`config.mk`:
```
export PLATFORM = sky130hd
export DESIGN_NAME = atsio_top
export DESIGN_NICKNAME = d
export VERILOG_FILES = /design/src/design/atsio_pkg.sv /design/src/design/atsio_top.sv
export SDC_FILE = /design/constraint.sdc
export NUM_CORES = 1
export LEC_CHECK = 0
export ABC_AREA = 1
export BUFFER_PORTS_ARGS = -buffer_cell sky130_fd_sc_hd__buf_2
export CAP_MARGIN = 20
export CELL_PAD_IN_SITES_DETAIL_PLACEMENT = 1
export CELL_PAD_IN_SITES_GLOBAL_PLACEMENT = 1
export CORE_AREA = 2 2 255 257
export CTS_BUF_LIST = sky130_fd_sc_hd__clkbuf_4
export DETAILED_ROUTE_END_ITERATION = 7
export DIE_AREA = 0 0 257 259
export PLACE_DENSITY = 0.69
export SYNTH_ARGS = -nofsm -noshare
export SYNTH_HDL_FRONTEND = slang
export SYNTH_SLANG_ARGS = --single-unit
```
`constraint.sdc`:
```
create_clock -name i_clk -period 4.1 [get_ports i_clk]
set_input_delay 1.025 -clock i_clk [delete_from_list [all_inputs] [get_ports i_clk]]
set_output_delay 1.025 -clock i_clk [all_outputs]
set_load 0.1 [all_outputs]
```
`src/design/atsio_pkg.sv`:
```
// constants for the auxiliary trigger input and sync output block
// assumes one bit-rate word per clock; register offsets, control field positions and limits live here
`default_nettype none
package atsio_pkg;
  // register byte offsets
  localparam logic [7:0] ADDR_CTRL = 8'h00;
  localparam logic [7:0] ADDR_DIV = 8'h04;
  localparam logic [7:0] ADDR_SYNC_POS = 8'h08;
  localparam logic [7:0] ADDR_SYNC_SEL = 8'h0c;
  localparam logic [7:0] ADDR_GATE_DLY = 8'h10;
  localparam logic [7:0] ADDR_GATE_WID = 8'h14;
  localparam logic [7:0] ADDR_BURST_CYC = 8'h18;
  localparam logic [7:0] ADDR_STATUS = 8'h1c;
  // control register field positions
  localparam int CTRL_OSEL_LSB = 0;   // 2 bits output source
  localparam int CTRL_COMB_LSB = 2;   // 2 bits channel combination
  localparam int CTRL_MASTER = 4;     // this module is master
  localparam int CTRL_SRC_LSB = 5;    // 2 bits burst source
  localparam int CTRL_BURST = 7;      // burst sequencing on
  localparam int CTRL_PMODE_LSB = 8;  // 3 bits pattern mode
  localparam int CTRL_RATE_LSB = 11;  // 2 bits internal clock mode
  localparam int CTRL_WIDE = 13;      // wide-range clock option
  localparam int CTRL_ALT_B = 14;     // alternate marker on pattern b
  localparam int CTRL_W = 15;
  // values after reset
  localparam logic [14:0] CTRL_RST = 15'h0000;
  localparam logic [8:0] DIV_RST = 9'h002;
  localparam logic [31:0] POS_RST = 32'h0000_0001;
  localparam logic [31:0] CYC_RST = 32'h0000_0500;
  // documented limits, in bits
  localparam logic [31:0] CYC_MIN = 32'h0000_0500;   // 1 280
  localparam logic [31:0] CYC_MAX = 32'h8000_0000;   // 2 147 483 648
  localparam logic [31:0] CYC_STEP_MASK = 32'h0000_007f;  // 128-bit steps
  localparam logic [31:0] GATE_MARGIN = 32'h0000_0040;    // 64 bits
  localparam logic [31:0] GATE_STEP_MASK = 32'h0000_000f; // 16-bit steps
  localparam logic [8:0] DIV_MAX_FULL = 9'h1ff;
  localparam logic [8:0] DIV_MAX_HALF = 9'h0ff;
  localparam logic [8:0] DIV_MAX_QUART = 9'h07f;
  localparam logic [8:0] DIV_MAX_EIGHTH = 9'h03f;
  localparam logic [8:0] DIV_LIN_MIN = 9'h008;
  // bits carried per clock for each combination
  localparam logic [31:0] GRAN_ONE = 32'h0000_0010;
  localparam logic [31:0] GRAN_TWO = 32'h0000_0020;
  localparam logic [31:0] GRAN_FOUR = 32'h0000_0040;
  // modes
  typedef enum logic [1:0] {OSEL_CLK, OSEL_SYNC, OSEL_GATE, OSEL_RSV} atsio_osel_t;
  typedef enum logic [1:0] {COMB_ONE, COMB_TWO, COMB_FOUR, COMB_RSV} atsio_comb_t;
  typedef enum logic [1:0] {SRC_INT, SRC_TRIG, SRC_ENA, SRC_RSV} atsio_src_t;
  typedef enum logic [2:0] {PM_PRBS, PM_ALT, PM_MIXED, PM_MIXALT, PM_SEQ} atsio_pmode_t;
  typedef enum logic [1:0] {RATE_FULL, RATE_HALF, RATE_QUART, RATE_EIGHTH} atsio_rate_t;
endpackage : atsio_pkg
`default_nettype wire

```
`src/design/atsio_top.sv`:
```
// auxiliary trigger input and sync/clock/gate output of a pattern generator
// assumes the pattern engine reports pattern/block starts and current indexes
//
// Behaviour
// RULE_01: rising aux edge starts a burst
// RULE_02: enable mode: aux low suppresses, high passes
// RULE_03: aux controls burst only in external burst
// RULE_04: combined channels: only master takes aux
// RULE_05: output picks clock, sync or burst gate
// RULE_06: wide option: ratios 2, 4, 8..511
// RULE_07: fixed option: max ratio per mode, 1 sub-rate
// RULE_08: single channel marker in 16-bit steps
// RULE_09: two channels: marker in 32-bit steps
// RULE_10: four channels: marker in 64-bit steps
// RULE_11: short patterns repeated to minimum length (no logic here does this; left to the pattern engine)
// RULE_12: alternate: marker at start of a or b
// RULE_13: mixed: marker chosen by block and row
// RULE_14: mixed alternate: also follows a/b choice
// RULE_15: sequence: marker tied to chosen block
// RULE_16: gate delay and width up to cycle-64
// RULE_17: burst cycle 1280..2^31 in 128 steps
// RULE_18: marker when bit count equals position
//
// The implementer's own choices: the address map and strobed register access.
`default_nettype none
module atsio_top (
  input wire logic i_clk,
  input wire logic i_rst_n,
  input wire logic [7:0] i_addr,      // register byte address
  input wire logic [31:0] i_wdata,    // register write data
  input wire logic i_wr,              // write strobe
  input wire logic i_rd,              // read strobe
  output logic [31:0] o_rdata,        // read data, cycle after i_rd
  input wire logic i_aux_in,          // auxiliary input level
  input wire logic i_pat_start,       // first word of a pattern or block
  input wire logic i_alt_b,           // current pattern is b
  input wire logic [7:0] i_blk_num,   // current block, 1-based
  input wire logic [7:0] i_row_num,   // current row, 1-based
  output logic o_aux_out,             // auxiliary output
  output logic o_data_en,             // burst data enable to engine
  output logic o_burst_start,         // one-cycle burst start pulse
  output logic o_aux_func             // aux level for alternate/sequence/error use
);
  // register state
  logic [14:0] ctrl_r, ctrl_nxt;      // control fields
  logic [8:0] div_r, div_nxt;         // clock division ratio
  logic [31:0] pos_r, pos_nxt;        // marker position, 1-based
  logic [15:0] sel_r, sel_nxt;        // row in [15:8], block in [7:0]
  logic [31:0] dly_r, dly_nxt;        // gate trigger delay, bits
  logic [31:0] wid_r, wid_nxt;        // gate pulse width, bits
  logic [31:0] cyc_r, cyc_nxt;        // burst cycle, bits
  logic [31:0] rdata_r, rdata_nxt;    // read data register
  // datapath state
  logic aux_d_r, aux_d_nxt;           // previous aux level
  logic [8:0] dcnt_r, dcnt_nxt;       // divider count
  logic [31:0] scnt_r, scnt_nxt;      // bits since marker start
  logic sarm_r, sarm_nxt;             // marker count running
  logic [31:0] bcnt_r, bcnt_nxt;      // bits into burst cycle
  logic brun_r, brun_nxt;             // burst cycle running
  logic out_r, out_nxt;               // aux output
  logic den_r, den_nxt;               // data enable
  logic bst_r, bst_nxt;               // burst start pulse
  logic func_r, func_nxt;             // aux passed to other uses
  // decoded fields
  atsio_pkg::atsio_osel_t osel;
  atsio_pkg::atsio_comb_t comb;
  atsio_pkg::atsio_src_t src;
  atsio_pkg::atsio_pmode_t pmode;
  atsio_pkg::atsio_rate_t rate;
  logic burst_on, aux_ok, aux_burst, aux_rise, div_ok, pos_ok, gate_ok, cyc_ok;
  logic tgt_hit, sync_hit, cyc_end, gate_win;
  logic [31:0] gran, step_mask, pos0;
  logic [8:0] div_max;

  // field decode and configuration checks
  always_comb begin
    osel = atsio_pkg::atsio_osel_t'(ctrl_r[atsio_pkg::CTRL_OSEL_LSB +: 2]);
    comb = atsio_pkg::atsio_comb_t'(ctrl_r[atsio_pkg::CTRL_COMB_LSB +: 2]);
    src = atsio_pkg::atsio_src_t'(ctrl_r[atsio_pkg::CTRL_SRC_LSB +: 2]);
    pmode = atsio_pkg::atsio_pmode_t'(ctrl_r[atsio_pkg::CTRL_PMODE_LSB +: 3]);
    rate = atsio_pkg::atsio_rate_t'(ctrl_r[atsio_pkg::CTRL_RATE_LSB +: 2]);
    burst_on = ctrl_r[atsio_pkg::CTRL_BURST];
    // slaves of a combination never see the pin
    aux_ok = (comb == atsio_pkg::COMB_ONE) || ctrl_r[atsio_pkg::CTRL_MASTER]; // RULE_04
    // aux is a burst control only for an external burst source
    aux_burst = aux_ok && burst_on && (src == atsio_pkg::SRC_TRIG || src == atsio_pkg::SRC_ENA); // RULE_03
    aux_rise = i_aux_in && !aux_d_r;
    // bits per clock and marker step follow the combination
    case (comb)
      atsio_pkg::COMB_TWO: gran = atsio_pkg::GRAN_TWO;   // RULE_09
      atsio_pkg::COMB_FOUR: gran = atsio_pkg::GRAN_FOUR; // RULE_10
      default: gran = atsio_pkg::GRAN_ONE;                // RULE_08
    endcase
    step_mask = gran - 32'h0000_0001;
    pos0 = pos_r - 32'h0000_0001;
    // position is 1 plus a whole number of steps
    pos_ok = (pos_r != 32'h0000_0000) && ((pos0 & step_mask) == 32'h0000_0000);
    // divider range by clock option and internal mode
    case (rate)
      atsio_pkg::RATE_HALF: div_max = atsio_pkg::DIV_MAX_HALF;     // RULE_07
      atsio_pkg::RATE_QUART: div_max = atsio_pkg::DIV_MAX_QUART;
      atsio_pkg::RATE_EIGHTH: div_max = atsio_pkg::DIV_MAX_EIGHTH;
      default: div_max = atsio_pkg::DIV_MAX_FULL;
    endcase
    if (ctrl_r[atsio_pkg::CTRL_WIDE]) begin
      div_ok = (div_r == 9'h002) || (div_r == 9'h004)
               || (div_r >= atsio_pkg::DIV_LIN_MIN && div_r <= atsio_pkg::DIV_MAX_FULL); // RULE_06
    end else begin
      div_ok = (div_r == 9'h002) || (div_r == 9'h004)
               || (div_r >= atsio_pkg::DIV_LIN_MIN && div_r <= div_max)
               || (div_r == 9'h001 && rate != atsio_pkg::RATE_FULL); // RULE_07
    end
    // burst cycle length limits
    cyc_ok = (cyc_r >= atsio_pkg::CYC_MIN) && (cyc_r <= atsio_pkg::CYC_MAX)
             && ((cyc_r & atsio_pkg::CYC_STEP_MASK) == 32'h0000_0000); // RULE_17
    // gate delay and width within cycle minus 64 bits
    gate_ok = cyc_ok && (dly_r <= cyc_r - atsio_pkg::GATE_MARGIN)
              && (wid_r <= cyc_r - atsio_pkg::GATE_MARGIN)
              && ((dly_r & atsio_pkg::GATE_STEP_MASK) == 32'h0000_0000)
              && ((wid_r & atsio_pkg::GATE_STEP_MASK) == 32'h0000_0000); // RULE_16
    // which pattern start arms the marker count
    case (pmode)
      atsio_pkg::PM_ALT: tgt_hit = (i_alt_b == ctrl_r[atsio_pkg::CTRL_ALT_B]); // RULE_12
      atsio_pkg::PM_MIXED: tgt_hit = (i_blk_num == sel_r[7:0]) && (i_row_num == sel_r[15:8]); // RULE_13
      atsio_pkg::PM_MIXALT: tgt_hit = (i_blk_num == sel_r[7:0]) && (i_row_num == sel_r[15:8])
                                      && (i_alt_b == ctrl_r[atsio_pkg::CTRL_ALT_B]); // RULE_14
      atsio_pkg::PM_SEQ: tgt_hit = (i_blk_num == sel_r[7:0]); // RULE_15
      default: tgt_hit = 1'b1;
    endcase
    // marker when the word holding the position goes out
    sync_hit = pos_ok && ((i_pat_start && tgt_hit && pos0 == 32'h0000_0000)
                          || (sarm_r && !i_pat_start && scnt_r == pos0)); // RULE_18
    cyc_end = (bcnt_r + gran) >= cyc_r;
    gate_win = gate_ok && brun_r && (bcnt_r >= dly_r) && (bcnt_r - dly_r < wid_r); // RULE_16
  end

  // register writes and reads
  always_comb begin
    ctrl_nxt = ctrl_r;
    div_nxt = div_r;
    pos_nxt = pos_r;
    sel_nxt = sel_r;
    dly_nxt = dly_r;
    wid_nxt = wid_r;
    cyc_nxt = cyc_r;
    rdata_nxt = 32'h0000_0000;
    if (i_wr) begin
      case (i_addr)
        atsio_pkg::ADDR_CTRL: ctrl_nxt = i_wdata[14:0];
        atsio_pkg::ADDR_DIV: div_nxt = i_wdata[8:0];
        atsio_pkg::ADDR_SYNC_POS: pos_nxt = i_wdata;
        atsio_pkg::ADDR_SYNC_SEL: sel_nxt = i_wdata[15:0];
        atsio_pkg::ADDR_GATE_DLY: dly_nxt = i_wdata;
        atsio_pkg::ADDR_GATE_WID: wid_nxt = i_wdata;
        atsio_pkg::ADDR_BURST_CYC: cyc_nxt = i_wdata;
        default: ; // unmapped and status writes are ignored
      endcase
    end
    if (i_rd) begin
      case (i_addr)
        atsio_pkg::ADDR_CTRL: rdata_nxt = {17'h0_0000, ctrl_r};
        atsio_pkg::ADDR_DIV: rdata_nxt = {23'h00_0000, div_r};
        atsio_pkg::ADDR_SYNC_POS: rdata_nxt = pos_r;
        atsio_pkg::ADDR_SYNC_SEL: rdata_nxt = {16'h0000, sel_r};
        atsio_pkg::ADDR_GATE_DLY: rdata_nxt = dly_r;
        atsio_pkg::ADDR_GATE_WID: rdata_nxt = wid_r;
        atsio_pkg::ADDR_BURST_CYC: rdata_nxt = cyc_r;
        atsio_pkg::ADDR_STATUS: rdata_nxt = {24'h00_0000, brun_r, den_r, aux_ok, i_aux_in,
                                             gate_ok, cyc_ok, pos_ok, div_ok};
        default: rdata_nxt = 32'h0000_0000; // unmapped reads as zero
      endcase
    end
  end

  // aux input handling, burst cycle and data enable
  always_comb begin
    aux_d_nxt = i_aux_in;
    bcnt_nxt = bcnt_r;
    brun_nxt = brun_r;
    bst_nxt = 1'b0;
    den_nxt = 1'b1;
    // aux goes to alternate, sequence or error use when not a burst control
    func_nxt = aux_ok && !aux_burst && i_aux_in; // RULE_03
    if (!burst_on || !cyc_ok) begin
      // continuous pattern, or cycle misprogrammed: no burst timing
      brun_nxt = 1'b0;
      bcnt_nxt = 32'h0000_0000;
      den_nxt = !burst_on;
    end else if (src == atsio_pkg::SRC_TRIG && aux_burst && aux_rise) begin
      // each rising edge starts a fresh burst
      brun_nxt = 1'b1; // RULE_01
      bcnt_nxt = 32'h0000_0000;
      bst_nxt = 1'b1;
      den_nxt = 1'b1;
    end else if (src == atsio_pkg::SRC_ENA) begin
      // enable level gates the data directly
      den_nxt = aux_burst && i_aux_in; // RULE_02
      brun_nxt = aux_burst && i_aux_in;
      bst_nxt = aux_burst && aux_rise;
      bcnt_nxt = (aux_burst && i_aux_in && !cyc_end && !aux_rise) ? bcnt_r + gran : 32'h0000_0000;
    end else if (src == atsio_pkg::SRC_INT && (!brun_r || cyc_end)) begin
      // internal source repeats the cycle forever
      brun_nxt = 1'b1;
      bcnt_nxt = 32'h0000_0000; // RULE_17
      bst_nxt = 1'b1;
    end else if (brun_r && cyc_end) begin
      // triggered burst ends after one cycle
      brun_nxt = 1'b0;
      bcnt_nxt = 32'h0000_0000;
      den_nxt = 1'b0;
    end else begin
      bcnt_nxt = brun_r ? bcnt_r + gran : bcnt_r;
      den_nxt = brun_r;
    end
  end

  // divider, marker counter and output selection
  always_comb begin
    dcnt_nxt = (dcnt_r + 9'h001 >= div_r) ? 9'h000 : dcnt_r + 9'h001;
    scnt_nxt = scnt_r;
    sarm_nxt = sarm_r;
    if (i_pat_start && tgt_hit) begin
      // count restarts at the first word of the chosen pattern
      scnt_nxt = gran; // RULE_18
      sarm_nxt = pos0 != 32'h0000_0000;
    end else if (sarm_r) begin
      scnt_nxt = scnt_r + gran;
      sarm_nxt = scnt_r != pos0;
    end
    case (osel)
      // high while twice the divider count does not exceed the ratio
      atsio_pkg::OSEL_CLK: out_nxt = div_ok && ({dcnt_nxt, 1'b0} < div_r + 9'h001); // RULE_05
      atsio_pkg::OSEL_SYNC: out_nxt = sync_hit; // RULE_05
      // gate only offered while burst sequencing is on
      atsio_pkg::OSEL_GATE: out_nxt = burst_on && gate_win; // RULE_05
      default: out_nxt = 1'b0;
    endcase
  end

  // state registers
  always_ff @(posedge i_clk) begin
    if (!i_rst_n) begin
      ctrl_r <= atsio_pkg::CTRL_RST;
      div_r <= atsio_pkg::DIV_RST;
      pos_r <= atsio_pkg::POS_RST;
      sel_r <= 16'h0101;
      dly_r <= 32'h0000_0000;
      wid_r <= 32'h0000_0000;
      cyc_r <= atsio_pkg::CYC_RST;
      rdata_r <= 32'h0000_0000;
      aux_d_r <= 1'b0;
      dcnt_r <= 9'h000;
      scnt_r <= 32'h0000_0000;
      sarm_r <= 1'b0;
      bcnt_r <= 32'h0000_0000;
      brun_r <= 1'b0;
      out_r <= 1'b0;
      den_r <= 1'b0;
      bst_r <= 1'b0;
      func_r <= 1'b0;
    end else begin
      ctrl_r <= ctrl_nxt;
      div_r <= div_nxt;
      pos_r <= pos_nxt;
      sel_r <= sel_nxt;
      dly_r <= dly_nxt;
      wid_r <= wid_nxt;
      cyc_r <= cyc_nxt;
      rdata_r <= rdata_nxt;
      aux_d_r <= aux_d_nxt;
      dcnt_r <= dcnt_nxt;
      scnt_r <= scnt_nxt;
      sarm_r <= sarm_nxt;
      bcnt_r <= bcnt_nxt;
      brun_r <= brun_nxt;
      out_r <= out_nxt;
      den_r <= den_nxt;
      bst_r <= bst_nxt;
      func_r <= func_nxt;
    end
  end

  // outputs straight from flops
  assign o_rdata = rdata_r;
  assign o_aux_out = out_r;
  assign o_data_en = den_r;
  assign o_burst_start = bst_r;
  assign o_aux_func = func_r;

  // checks
  property p_trig_start;
    @(posedge i_clk) disable iff (!i_rst_n)
    (i_wr == 1'b0 && burst_on && cyc_ok && src == atsio_pkg::SRC_TRIG && aux_burst && aux_rise)
      |=> (o_burst_start && o_data_en) ##1 (!o_burst_start);
  endproperty
  a_trig_start: assert property (p_trig_start) else $error("trigger edge did not start burst"); // RULE_01
  property p_enable;
    @(posedge i_clk) disable iff (!i_rst_n)
    (burst_on && cyc_ok && src == atsio_pkg::SRC_ENA && aux_burst) |=> (o_data_en == $past(i_aux_in));
  endproperty
  a_enable: assert property (p_enable) else $error("data enable does not follow aux level"); // RULE_02
  property p_other_use;
    @(posedge i_clk) disable iff (!i_rst_n)
    aux_burst |=> !o_aux_func;
  endproperty
  a_other_use: assert property (p_other_use) else $error("burst control aux leaked to other use"); // RULE_03
  property p_slave;
    @(posedge i_clk) disable iff (!i_rst_n)
    (comb != atsio_pkg::COMB_ONE && !ctrl_r[atsio_pkg::CTRL_MASTER]) |=> !o_aux_func;
  endproperty
  a_slave: assert property (p_slave) else $error("slave module reacted to aux"); // RULE_04
  property p_gate_burst;
    @(posedge i_clk) disable iff (!i_rst_n)
    (osel == atsio_pkg::OSEL_GATE && !burst_on) |=> !o_aux_out;
  endproperty
  a_gate_burst: assert property (p_gate_burst) else $error("gate output without burst"); // RULE_05
  property p_div_bad;
    @(posedge i_clk) disable iff (!i_rst_n)
    (osel == atsio_pkg::OSEL_CLK && !div_ok) |=> !o_aux_out;
  endproperty
  a_div_bad: assert property (p_div_bad) else $error("clock out on illegal ratio"); // RULE_06
  property p_sync_hit;
    @(posedge i_clk) disable iff (!i_rst_n)
    (osel == atsio_pkg::OSEL_SYNC && sarm_r && !i_pat_start && pos_ok && scnt_r == pos0) |=> o_aux_out;
  endproperty
  a_sync_hit: assert property (p_sync_hit) else $error("sync marker missed its position"); // RULE_18
  property p_gate_open;
    @(posedge i_clk) disable iff (!i_rst_n)
    (osel == atsio_pkg::OSEL_GATE && burst_on && gate_ok && brun_r && bcnt_r == dly_r && wid_r != 32'h0)
      |=> o_aux_out;
  endproperty
  a_gate_open: assert property (p_gate_open) else $error("gate did not open at delay"); // RULE_16
  property p_cycle_wrap;
    @(posedge i_clk) disable iff (!i_rst_n)
    (i_wr == 1'b0 && burst_on && cyc_ok && src == atsio_pkg::SRC_INT && brun_r && cyc_end)
      |=> (bcnt_r == 32'h0 && o_burst_start);
  endproperty
  a_cycle_wrap: assert property (p_cycle_wrap) else $error("burst cycle did not wrap"); // RULE_17
endmodule : atsio_top
`default_nettype wire

```
## Word-level counts from Yosys, hierarchy flattened

Cells that the tools add are included.

- Word-level logic and storage cells: 168
- Output and inout bits: 36
- Input bits: 63
- Memories kept: 0
- Latch bits: 0
- Flip-flop bits (word level): 280
- Memory bits (writable): 0
- Memory bits (read-only): 0

- Reductions and logical operators: 76
- Multiply operators: 0
- Magnitude comparators: 12
- Muxes and demuxes: 24
- Div/mod/pow operators: 0
- Add/subtract/negate cells: 8
- Bitwise logic cells: 2
- Shift-type cells: 0
- Equality and inequality tests: 28

Operator list:

| kind | count |
|---|---|
| $pmux 32 s8 | 1 |
| $mux 32 | 7 |
| $logic_not 32->1 | 5 |
| $add 32x7->32 | 2 |
| $ge 32x32->1 | 2 |
| $le 32x32->1 | 2 |
| $reduce_bool 32->1 | 2 |
| $sub 32x1->32 const B | 2 |
| $logic_and 1x1->1 | 35 |
| $and 32x32->32 | 1 |
| $eq 32x32->1 | 1 |
| $eq 8x5->1 const B | 4 |
| $ge 32x11->1 const B | 1 |
| $le 32x32->1 const B | 1 |
| $lt 32x32->1 | 1 |
| $ne 32x32->1 | 1 |
| $sub 32x32->32 | 1 |
| $sub 32x7->32 const B | 1 |
| $pmux 9 s3 | 1 |
| $eq 8x4->1 const B | 2 |
| $eq 8x8->1 | 2 |
| $reduce_and 2->1 | 8 |
| $pmux 7 s2 | 1 |
| $mux 1 | 11 |
| 29 further kinds | 55 |

## Depth between registers and ports, before layout

Gate-level depths: netlist of the first run.

- Depth in word-level cells: 12
- Depth in mapped cells: 28
- Gate-level depth less buffers: 28

## Worst setup path before layout of the first run

No wires, ideal clock.

- Kind: reg-to-reg
- From: reg ctrl_r[2]
- To: reg bcnt_r[12]
- Buffers on the path: 1
- Clock period less this slack: 3.927 ns
- Arrival: 3.858 ns
- Stages on the path, launching flop included: 28
- Setup slack: 0.173 ns
- Data required time: 4.031 ns
- Library setup time: 0.069 ns
- Cell sequence: dfxtp_1 > inv_1 > ha_1 > inv_1 > ha_1 > fa_1 > nand3_1 > nand2_2 > nand4_2 > nor2_2 > nand2_2 > nor2_4 > nand4_2 > nor2_4 > nand4_1 > xor2_1 > inv_1 > ha_1 > nand2_1 > inv_1 > nand3_1 > o211ai_1 > a21oi_1 > nand2_1 > o21ai_2 > clkbuf_1 > nand3_1 > a21oi_2

- Cells in the longest elaborated chain, start to end: 9
- Elaborated cells on any way between the ends: 25
- Those cells by class: 1 x add/sub; 1 x order compare; 2 x eq/ne; 6 x mux; 15 x reduce/logical

Ends and longest elaborated chain:

| element | line | text |
|---|---|---|
| start: declaration | atsio_top.sv:45 | `logic [14:0] ctrl_r, ctrl_nxt;` |
| start signal: assignment | atsio_top.sv:243 | `ctrl_r <= atsio_pkg::CTRL_RST;` |
| start signal: assignment | atsio_top.sv:262 | `ctrl_r <= ctrl_nxt;` |
| $eq 2x2->1, or another cell as far along | atsio_top.sv:89 | `case (comb)` |
| $pmux 7 s2 or $logic_or 1x1->1 (tied branches) | atsio_top.sv:89, atsio_top.sv:84 |  |
| $add 32x7->32 or $logic_and 1x1->1 (tied branches) | n/a |  |
| $ge 32x32->1 or $logic_and 1x1->1 (tied branches) | atsio_top.sv:133, atsio_top.sv:86 |  |
| $logic_not 1->1 or $logic_and 1x1->1 (tied branches) | atsio_top.sv:200 | `bcnt_nxt = (aux_burst && i_aux_in && !cyc_end && !aux_rise) ? bcnt_r + gran : 32'h0000_0000;` |
| $logic_and 1x1->1 (2 in series) | atsio_top.sv:200 |  |
| $mux 32 | atsio_top.sv:200 |  |
| $mux 32 | atsio_top.sv:195 | `end else if (src == atsio_pkg::SRC_ENA) begin` |
| end signal: assignment | atsio_top.sv:274 | `bcnt_r <= bcnt_nxt;` |
| end: declaration | atsio_top.sv:58 | `logic [31:0] bcnt_r, bcnt_nxt;` |

Several ways; a longest one is shown, not always the timed one. The select of a mux whose other input is x is not followed.
A chain may end at the register's enable or synchronous reset.

## Worst setup path after layout of the first run

- From: reg ctrl_r[3]
- To: reg bcnt_r[14]

Same word-level chain as after synthesis.

==> results.tsv, run 1 <==
metric	value	unit
status	complete, but fails checks	
Synth top area share	28.7	%
largest area contributor in the synthesized netlist	dfxtp_1	
Critical Path End Type	register	
overall routing resource usage	23.9	%
mean routed wirelength per cell	21.4	um
Total Neg Setup Slack	-1510	ps
synth unique cells	62	
Final Util	36.2	%
syn nets	2939	
clock period minus worst slack	4190	ps
sequential cell area fraction in the yosys report	28.7	%
vias in the first global route	21369	
CP most frequent cell	buf_4	
Hold/Removal Path Class	register to register	
Pwr per Cell Area	267	nW/um^2
dominant synthesized flop cell	dfxtp_1	
P_leak	0.0101	uW
Post-synth EDFFs	0	
Worst-path clk slew	60	ps
Worst R2R Path Depth	28	
synth warn	0	
Slew Limit Fails	0	
Req. time, crit path	4890	ps
WP data arrival	4980	ps
Netlist Area Pre-Place	18900	sq um
Nets	3181	
most common library cells after synthesis	nand2_1 (379), inv_1 (322), a21oi_1 (307)	
startpoint class of the critical path	register	
P&R area growth vs syn	22.0	%
CP Max Fanout	6	
top-count cell post-synth	nand2_1	
max_cap viols	0	
Worst slew margin	36.5	%
CTS Buf Count	82	
area occupied by multi-input gates	12600	sq um
measured slew at the worst slew-check pin	949	ps
Layout Cells excl Fill	3837	
FF/Latch Area	5450	sq um
post-synthesis average cell area	7.06	sq um
core area	63900	sq um
CP peak stage delay	360	ps
hold endpoint	scnt_r[24]	
PortBufs	98	
R2R Path End	bcnt_r[14]	
initial antenna violation count	2	
Synth area leaders	dfxtp_1 (29%), ha_1 (13%), a21oi_1 (8.1%), nand2_1 (7.5%), o21ai_0 (6.4%)	
launching point of the worst reg2reg path	ctrl_r[3]	
starting DRC count in detailed routing	1452	
Synth Instances	2684	
Die H	259	um
placer congestion estimate	0.945	
GRT Residual Overflow	0	
hold depth	1	
post-route ant nets	0	
period utilization	102	%
worst hold slack	484	ps
num ports	99	
pin count of the biggest net entering global routing	75	
Final Hold Fails	0	
Worst-Skew Late Latency	890	ps
via count	20445	
Clock Path Buffers	3	
H-tree Lvls	3	
first-pass GRT wire length	124	mm
RSZ-0062 raised after global routing	true	
final setup fails	29	
CTS tree	yes	
drt drc	0	
CP max stage cell	fa_2	
DR vias/cell	5.33	
min-delay src	scnt_r[24]	
Starting Density	29.7	%
Worst IR Drop VDD	0.180	mV
first drt pass iteration count	7	
full die area	66600	sq um
fraction of layout cells with a size suffix above 1	18.9	%
R2R setup slack	-90	ps
Final Skew	83.2	ps
row count	93	
failing checks	setup timing	
DP Cell Count	3660	
Routed WL	82.0	mm
HPWL reported at the end of detailed placement	63.7	mm
Seq cells post-synth	272	
clk sink count	272	
dpl ws	-311	ps
fmax	239	MHz
CTS root buffer	clkbuf_4	
final worst slack	-87.9	ps
Hold Buf Count CTS	0	
CP Class	register to register	
die width	257	um
number of fill cells in the layout	7954	
FFs w/ async S/R, synth	0	%
==> worst max-delay path by stage <==
| stage | endpoint | slack, ps | startpoint | cells after the start |
|---|---|---|---|---|
| after floorplan | bcnt_r[12] | 170 | ctrl_r[2] | 27 |
| after global placement | bcnt_r[22] | -130 | ctrl_r[2] | 28 |
| after detailed placement | bcnt_r[14] | -310 | ctrl_r[3] | 25 |
| after CTS | bcnt_r[18] | -80 | ctrl_r[3] | 27 |
| after global routing | bcnt_r[13] | -250 | ctrl_r[2] | 29 |
| final | bcnt_r[14] | -90 | ctrl_r[3] | 28 |
==> layout make-up <==
class	instances	area share (%)
diodes	1	0.0108
clock buffers	109	3.54
clock inverters	30	0.904
inverters	335	5.45
multi-input cells	1996	54.4
flip-flops and latches	272	23.6
well taps	855	4.63
repair buffers	239	7.45
==> flip-flops by register name, indices dropped and copies added, names as in the netlist, 9 cells and up <==
name,flops
div_r,9
ctrl_r,15
wid_r,32
sel_r,16
cyc_r,32
dcnt_r,9
dly_r,32
bcnt_r,28
o_rdata,32
pos_r,32
scnt_r,28
==> critical path, delay by kind of cell, from the launching register on <==
| kind | cells | cell delay (ps) |
|---|---|---|
| flip-flops | 1 | 330 |
| AND/OR/NAND/NOR | 10 | 750 |
| AO/OA/AOI/OAI | 5 | 740 |
| buffers and inverters | 9 | 1120 |
| XOR/XNOR | 1 | 350 |
| adder cells (fa/ha/maj) | 3 | 840 |
==> timing repair <==
item,CTS,global route
buffers inserted,19,14
endpoints found under the setup margin,32,33
gates resized for setup,92,56
cloned,3,1
pin swaps,43,53
==> metal layers <==
metal | up-vias | global-route usage (%) | share of wire [%]
li1 | 9657 | - | -
met1 | 10011 | 29.7 | 43
met2 | 614 | 41.0 | 48
met3 | 163 | 3.89 | 5.3
met4 | 0 | 10.0 | 3.6
met5 | - | 0 | 0
==> through the flow <==
stage               area [sq um]  total power [uW]
CTS                        22700              6230
global placement           21000              3400
global route               23100              6450
detailed placement         21000              3420
floorplan                  18900              3150
finish                     23100              6160
==> cells by family after synthesis <==
logic type / count (synthesis) / synth area share, %
buffers and inverters: 416 / 8.43
AOI/OAI and AO/OA: 721 / 21.2
adders and majority gates: 192 / 12.8
xor gates and xnor gates: 120 / 5.74
and+or+nand+nor: 963 / 23.1
DFF: 272 / 28.7
==> cell usage in the layout (no fill, tap or decap), types with 8 or more instances in the layout <==
master / count
o21ai_0: 236
ha_1: 179
a21oi_1: 291
nor2_1: 265
nor2_2: 19
nor2_4: 13
nor4_1: 11
nand2_2: 17
a21oi_2: 36
inv_1: 317
xor2_1: 87
a221oi_1: 23
buf_2: 97
xnor2_1: 25
o21ai_1: 28
ha_4: 10
nand3_1: 96
a31oi_1: 8
o22ai_1: 38
clkinv_1: 17
nand2_1: 371
nand3_2: 24
o211ai_1: 8
inv_2: 18
o21a_1: 8
dfxtp_1: 266
nand4_1: 51
buf_6: 8
buf_4: 125
clkbuf_4: 109
nand3_4: 12
nor3_1: 47
==> where the power goes <==
group / internal (uW) / switching (uW) / total, uW
clock: 1420 / 1360 / 2780
combinational: 233 / 460 / 693
sequential: 2660 / 21.5 / 2690
total: 4320 / 1840 / 6160
No activity file was read; power rests on OpenSTA's default activity.
==> inputs of run 2 (changes only) <==
--- a/config.mk
+++ b/config.mk
@@ -14,6 +14,7 @@
 export CTS_BUF_LIST = sky130_fd_sc_hd__clkbuf_4
 export DETAILED_ROUTE_END_ITERATION = 7
 export DIE_AREA = 0 0 257 259
+export GPL_TIMING_DRIVEN = 0
 export PLACE_DENSITY = 0.69
 export SYNTH_ARGS = -nofsm -noshare
 export SYNTH_HDL_FRONTEND = slang
==> results.tsv, run 2 (synthesis gave the netlist of run 1 again) <==
metric	value	unit	change
fmax	225	MHz	-5.7%
most frequent cells in the layout	nand2_1 (373), inv_1 (310), a21oi_1 (290)		
post-route ant nets	0		unchanged
Routed WL	86.0	mm	+4.9%
pin count of the biggest net entering global routing	12		-84%
H-tree Lvls	3		unchanged
grt peak-use layer	met2		
first drt pass iteration count	7		unchanged
clk sink count	272		unchanged
status	complete, but fails checks		
Layout Cells excl Fill	3837		unchanged
first-pass GRT wire length	128	mm	+4.0%
Final Hold Fails	0		unchanged
Worst-path clk slew	60	ps	about the same
switching share of total power	29.7	%	-0.20 points
PortBufs	98		unchanged
Clock Path Buffers	3		unchanged
mean routed wirelength per cell	22.4	um	+4.9%
GRT Residual Overflow	0		unchanged
CP Max Fanout	6		unchanged
grt met1 use	32.0	%	+2.3 points
CTS root buffer	clkbuf_4		
Worst slew margin	29.6	%	-7.0 points
Pint	4340	uW	+0.49%
Final Skew	64.2	ps	-19.0 ps
Flop pwr share	43.4	%	-0.2 points
P_leak	0.00981	uW	-2.5%
number of fill cells in the layout	8016		+0.78%
HPWL reported at the end of detailed placement	68.5	mm	+7.6%
CTS Buf Count	80		-2.4%
P&R area growth vs syn	21.3	%	
final setup fails	32		+10%
fraction of layout cells with a size suffix above 1	17.1	%	-1.8 points
row count	93		unchanged
Req. time, crit path	4870	ps	-20 ps
core area	63900	sq um	unchanged
period utilization	108	%	+6.2 points
Starting Density	29.7	%	unchanged
Worst-Skew Late Latency	860	ps	-30 ps
num ports	99		unchanged
DR vias/cell	5.32		-0.15%
PnR Total Power	6170	uW	+0.21%
starting DRC count in detailed routing	1239		-15%
CP peak stage delay	360	ps	about the same
commonest non-fill, non-tap cell in the layout	nand2_1		
failing checks	setup timing		
Placed Area	20500	sq um	-2.3%
GR Util met3	3.14	%	-0.74 points
RSZ-0062 raised after global routing	true		
CP most frequent cell	nor2_4		
Pwr per Cell Area	269	nW/um^2	+0.76%
max_cap viols	0		unchanged
Hold/Removal Path Class	register to register		
worst hold slack	503	ps	+18.6 ps
Critical Path End Type	register		
CTS tree	yes		
Final Util	36.0	%	-0.20 points
full die area	66600	sq um	unchanged
logic gate share of total power	11.2	%	about the same
Worst IR Drop VDD	0.123	mV	-32%
Slew Limit Fails	0		unchanged
clock period minus worst slack	4440	ps	+254 ps
DP Cell Count	3637		-0.63%
met2 Usage GRT	43.3	%	+2.3 points
drt drc	0		unchanged
Clock Power Share	45.4	%	+0.2 points
CP max stage cell	dfxtp_4		
die width	257	um	unchanged
vias in the first global route	21515		+0.68%
final instance area	23000	sq um	-0.55%
placer congestion estimate	0.962		+1.8%
CP Class	register to register		
via count	20415		-0.15%
initial antenna violation count	5		+3
overall routing resource usage	25.3	%	+1.4 points
final worst slack	-342	ps	-254 ps
WP data arrival	5210	ps	+230 ps
Die H	259	um	unchanged
Switch Pwr	1830	uW	-0.47%
Nets	3176		-0.16%
measured slew at the worst slew-check pin	1060	ps	+108 ps
startpoint class of the critical path	register		
[run 2: cell count changes in the layout (fill, tap and decap cells not counted), moves of 5 or more]
cell,change
clkbuf_4,+12
clkbuf_1,+72
inv_1,-7
buf_4,-77
nand3_4,+6
clkinv_2,-5
buf_8,+6
[run 2: layer usage]
layer | vias to the layer above | share of wire (%)
li1 | 9661 | -
met1 | 10038 | 44
met2 | 558 | 47
met3 | 156 | 5.0
met4 | 2 | 3.7
met5 | - | 0.014
[run 2: final cells by class]
type                    instances  area, sq um  area share (%)
well taps                     855         1070            4.66
multi-input cells            1996        12700            55.4
clock inverters                21          141           0.615
flip-flops and latches        272         5450            23.7
diodes                          1         2.50          0.0109
repair buffers                155          991            4.31
plain buffers                  81          402            1.75
inverters                     335         1270            5.54
clock buffers                 121          908            3.95
[run 2: path summary, 6_finish.rpt]
kind / start / endpoint / slack [ps] / depth (start not counted)
setup / recovery: ctrl_r[2] / bcnt_r[30] / -340 / 29
hold / removal: scnt_r[24] / scnt_r[24] / 500 / 1
setup reg to reg: ctrl_r[2] / bcnt_r[30] / -340 / 29
hold reg to reg: scnt_r[24] / scnt_r[24] / 500 / 1
[run 2: what timing repair did]
item | in CTS | in global routing
resized for setup | 146 | 55
hold buffers | 0 | 0
gates cloned | 2 | 0
endpoints found under the setup margin | 33 | 33
buffers inserted | 43 | 13
pin swaps | 57 | 37
[run 2: power by group through the flow]
stage	clock [uW]	sequential [uW]	combinational [uW]
after floorplan	0	2780	365
after global placement	0	2740	641
after detailed placement	0	2740	657
after CTS	2870	2680	687
after global routing	3020	2680	769
final	2800	2680	692
[run 2: worst max-delay path: cells and delay by family, from the launching register on]
family | cells | cell delay (ps)
adder cells (fa/ha/maj) | 4 | 930
AND/OR/NAND/NOR | 12 | 1270
flip-flops | 1 | 360
buffers and inverters | 7 | 810
XOR/XNOR | 1 | 200
AO/OA/AOI/OAI | 5 | 760
[run 2: stage by stage]
step | setup WS (ps) | TNS, ps
2_1_floorplan | 173 | 0
4_1_cts | -315 | -8680
3_5_place_dp | -1710 | -48860
3_3_place_gp | -1450 | -42830
5_1_grt | -504 | -14460
6_report | -342 | -9200
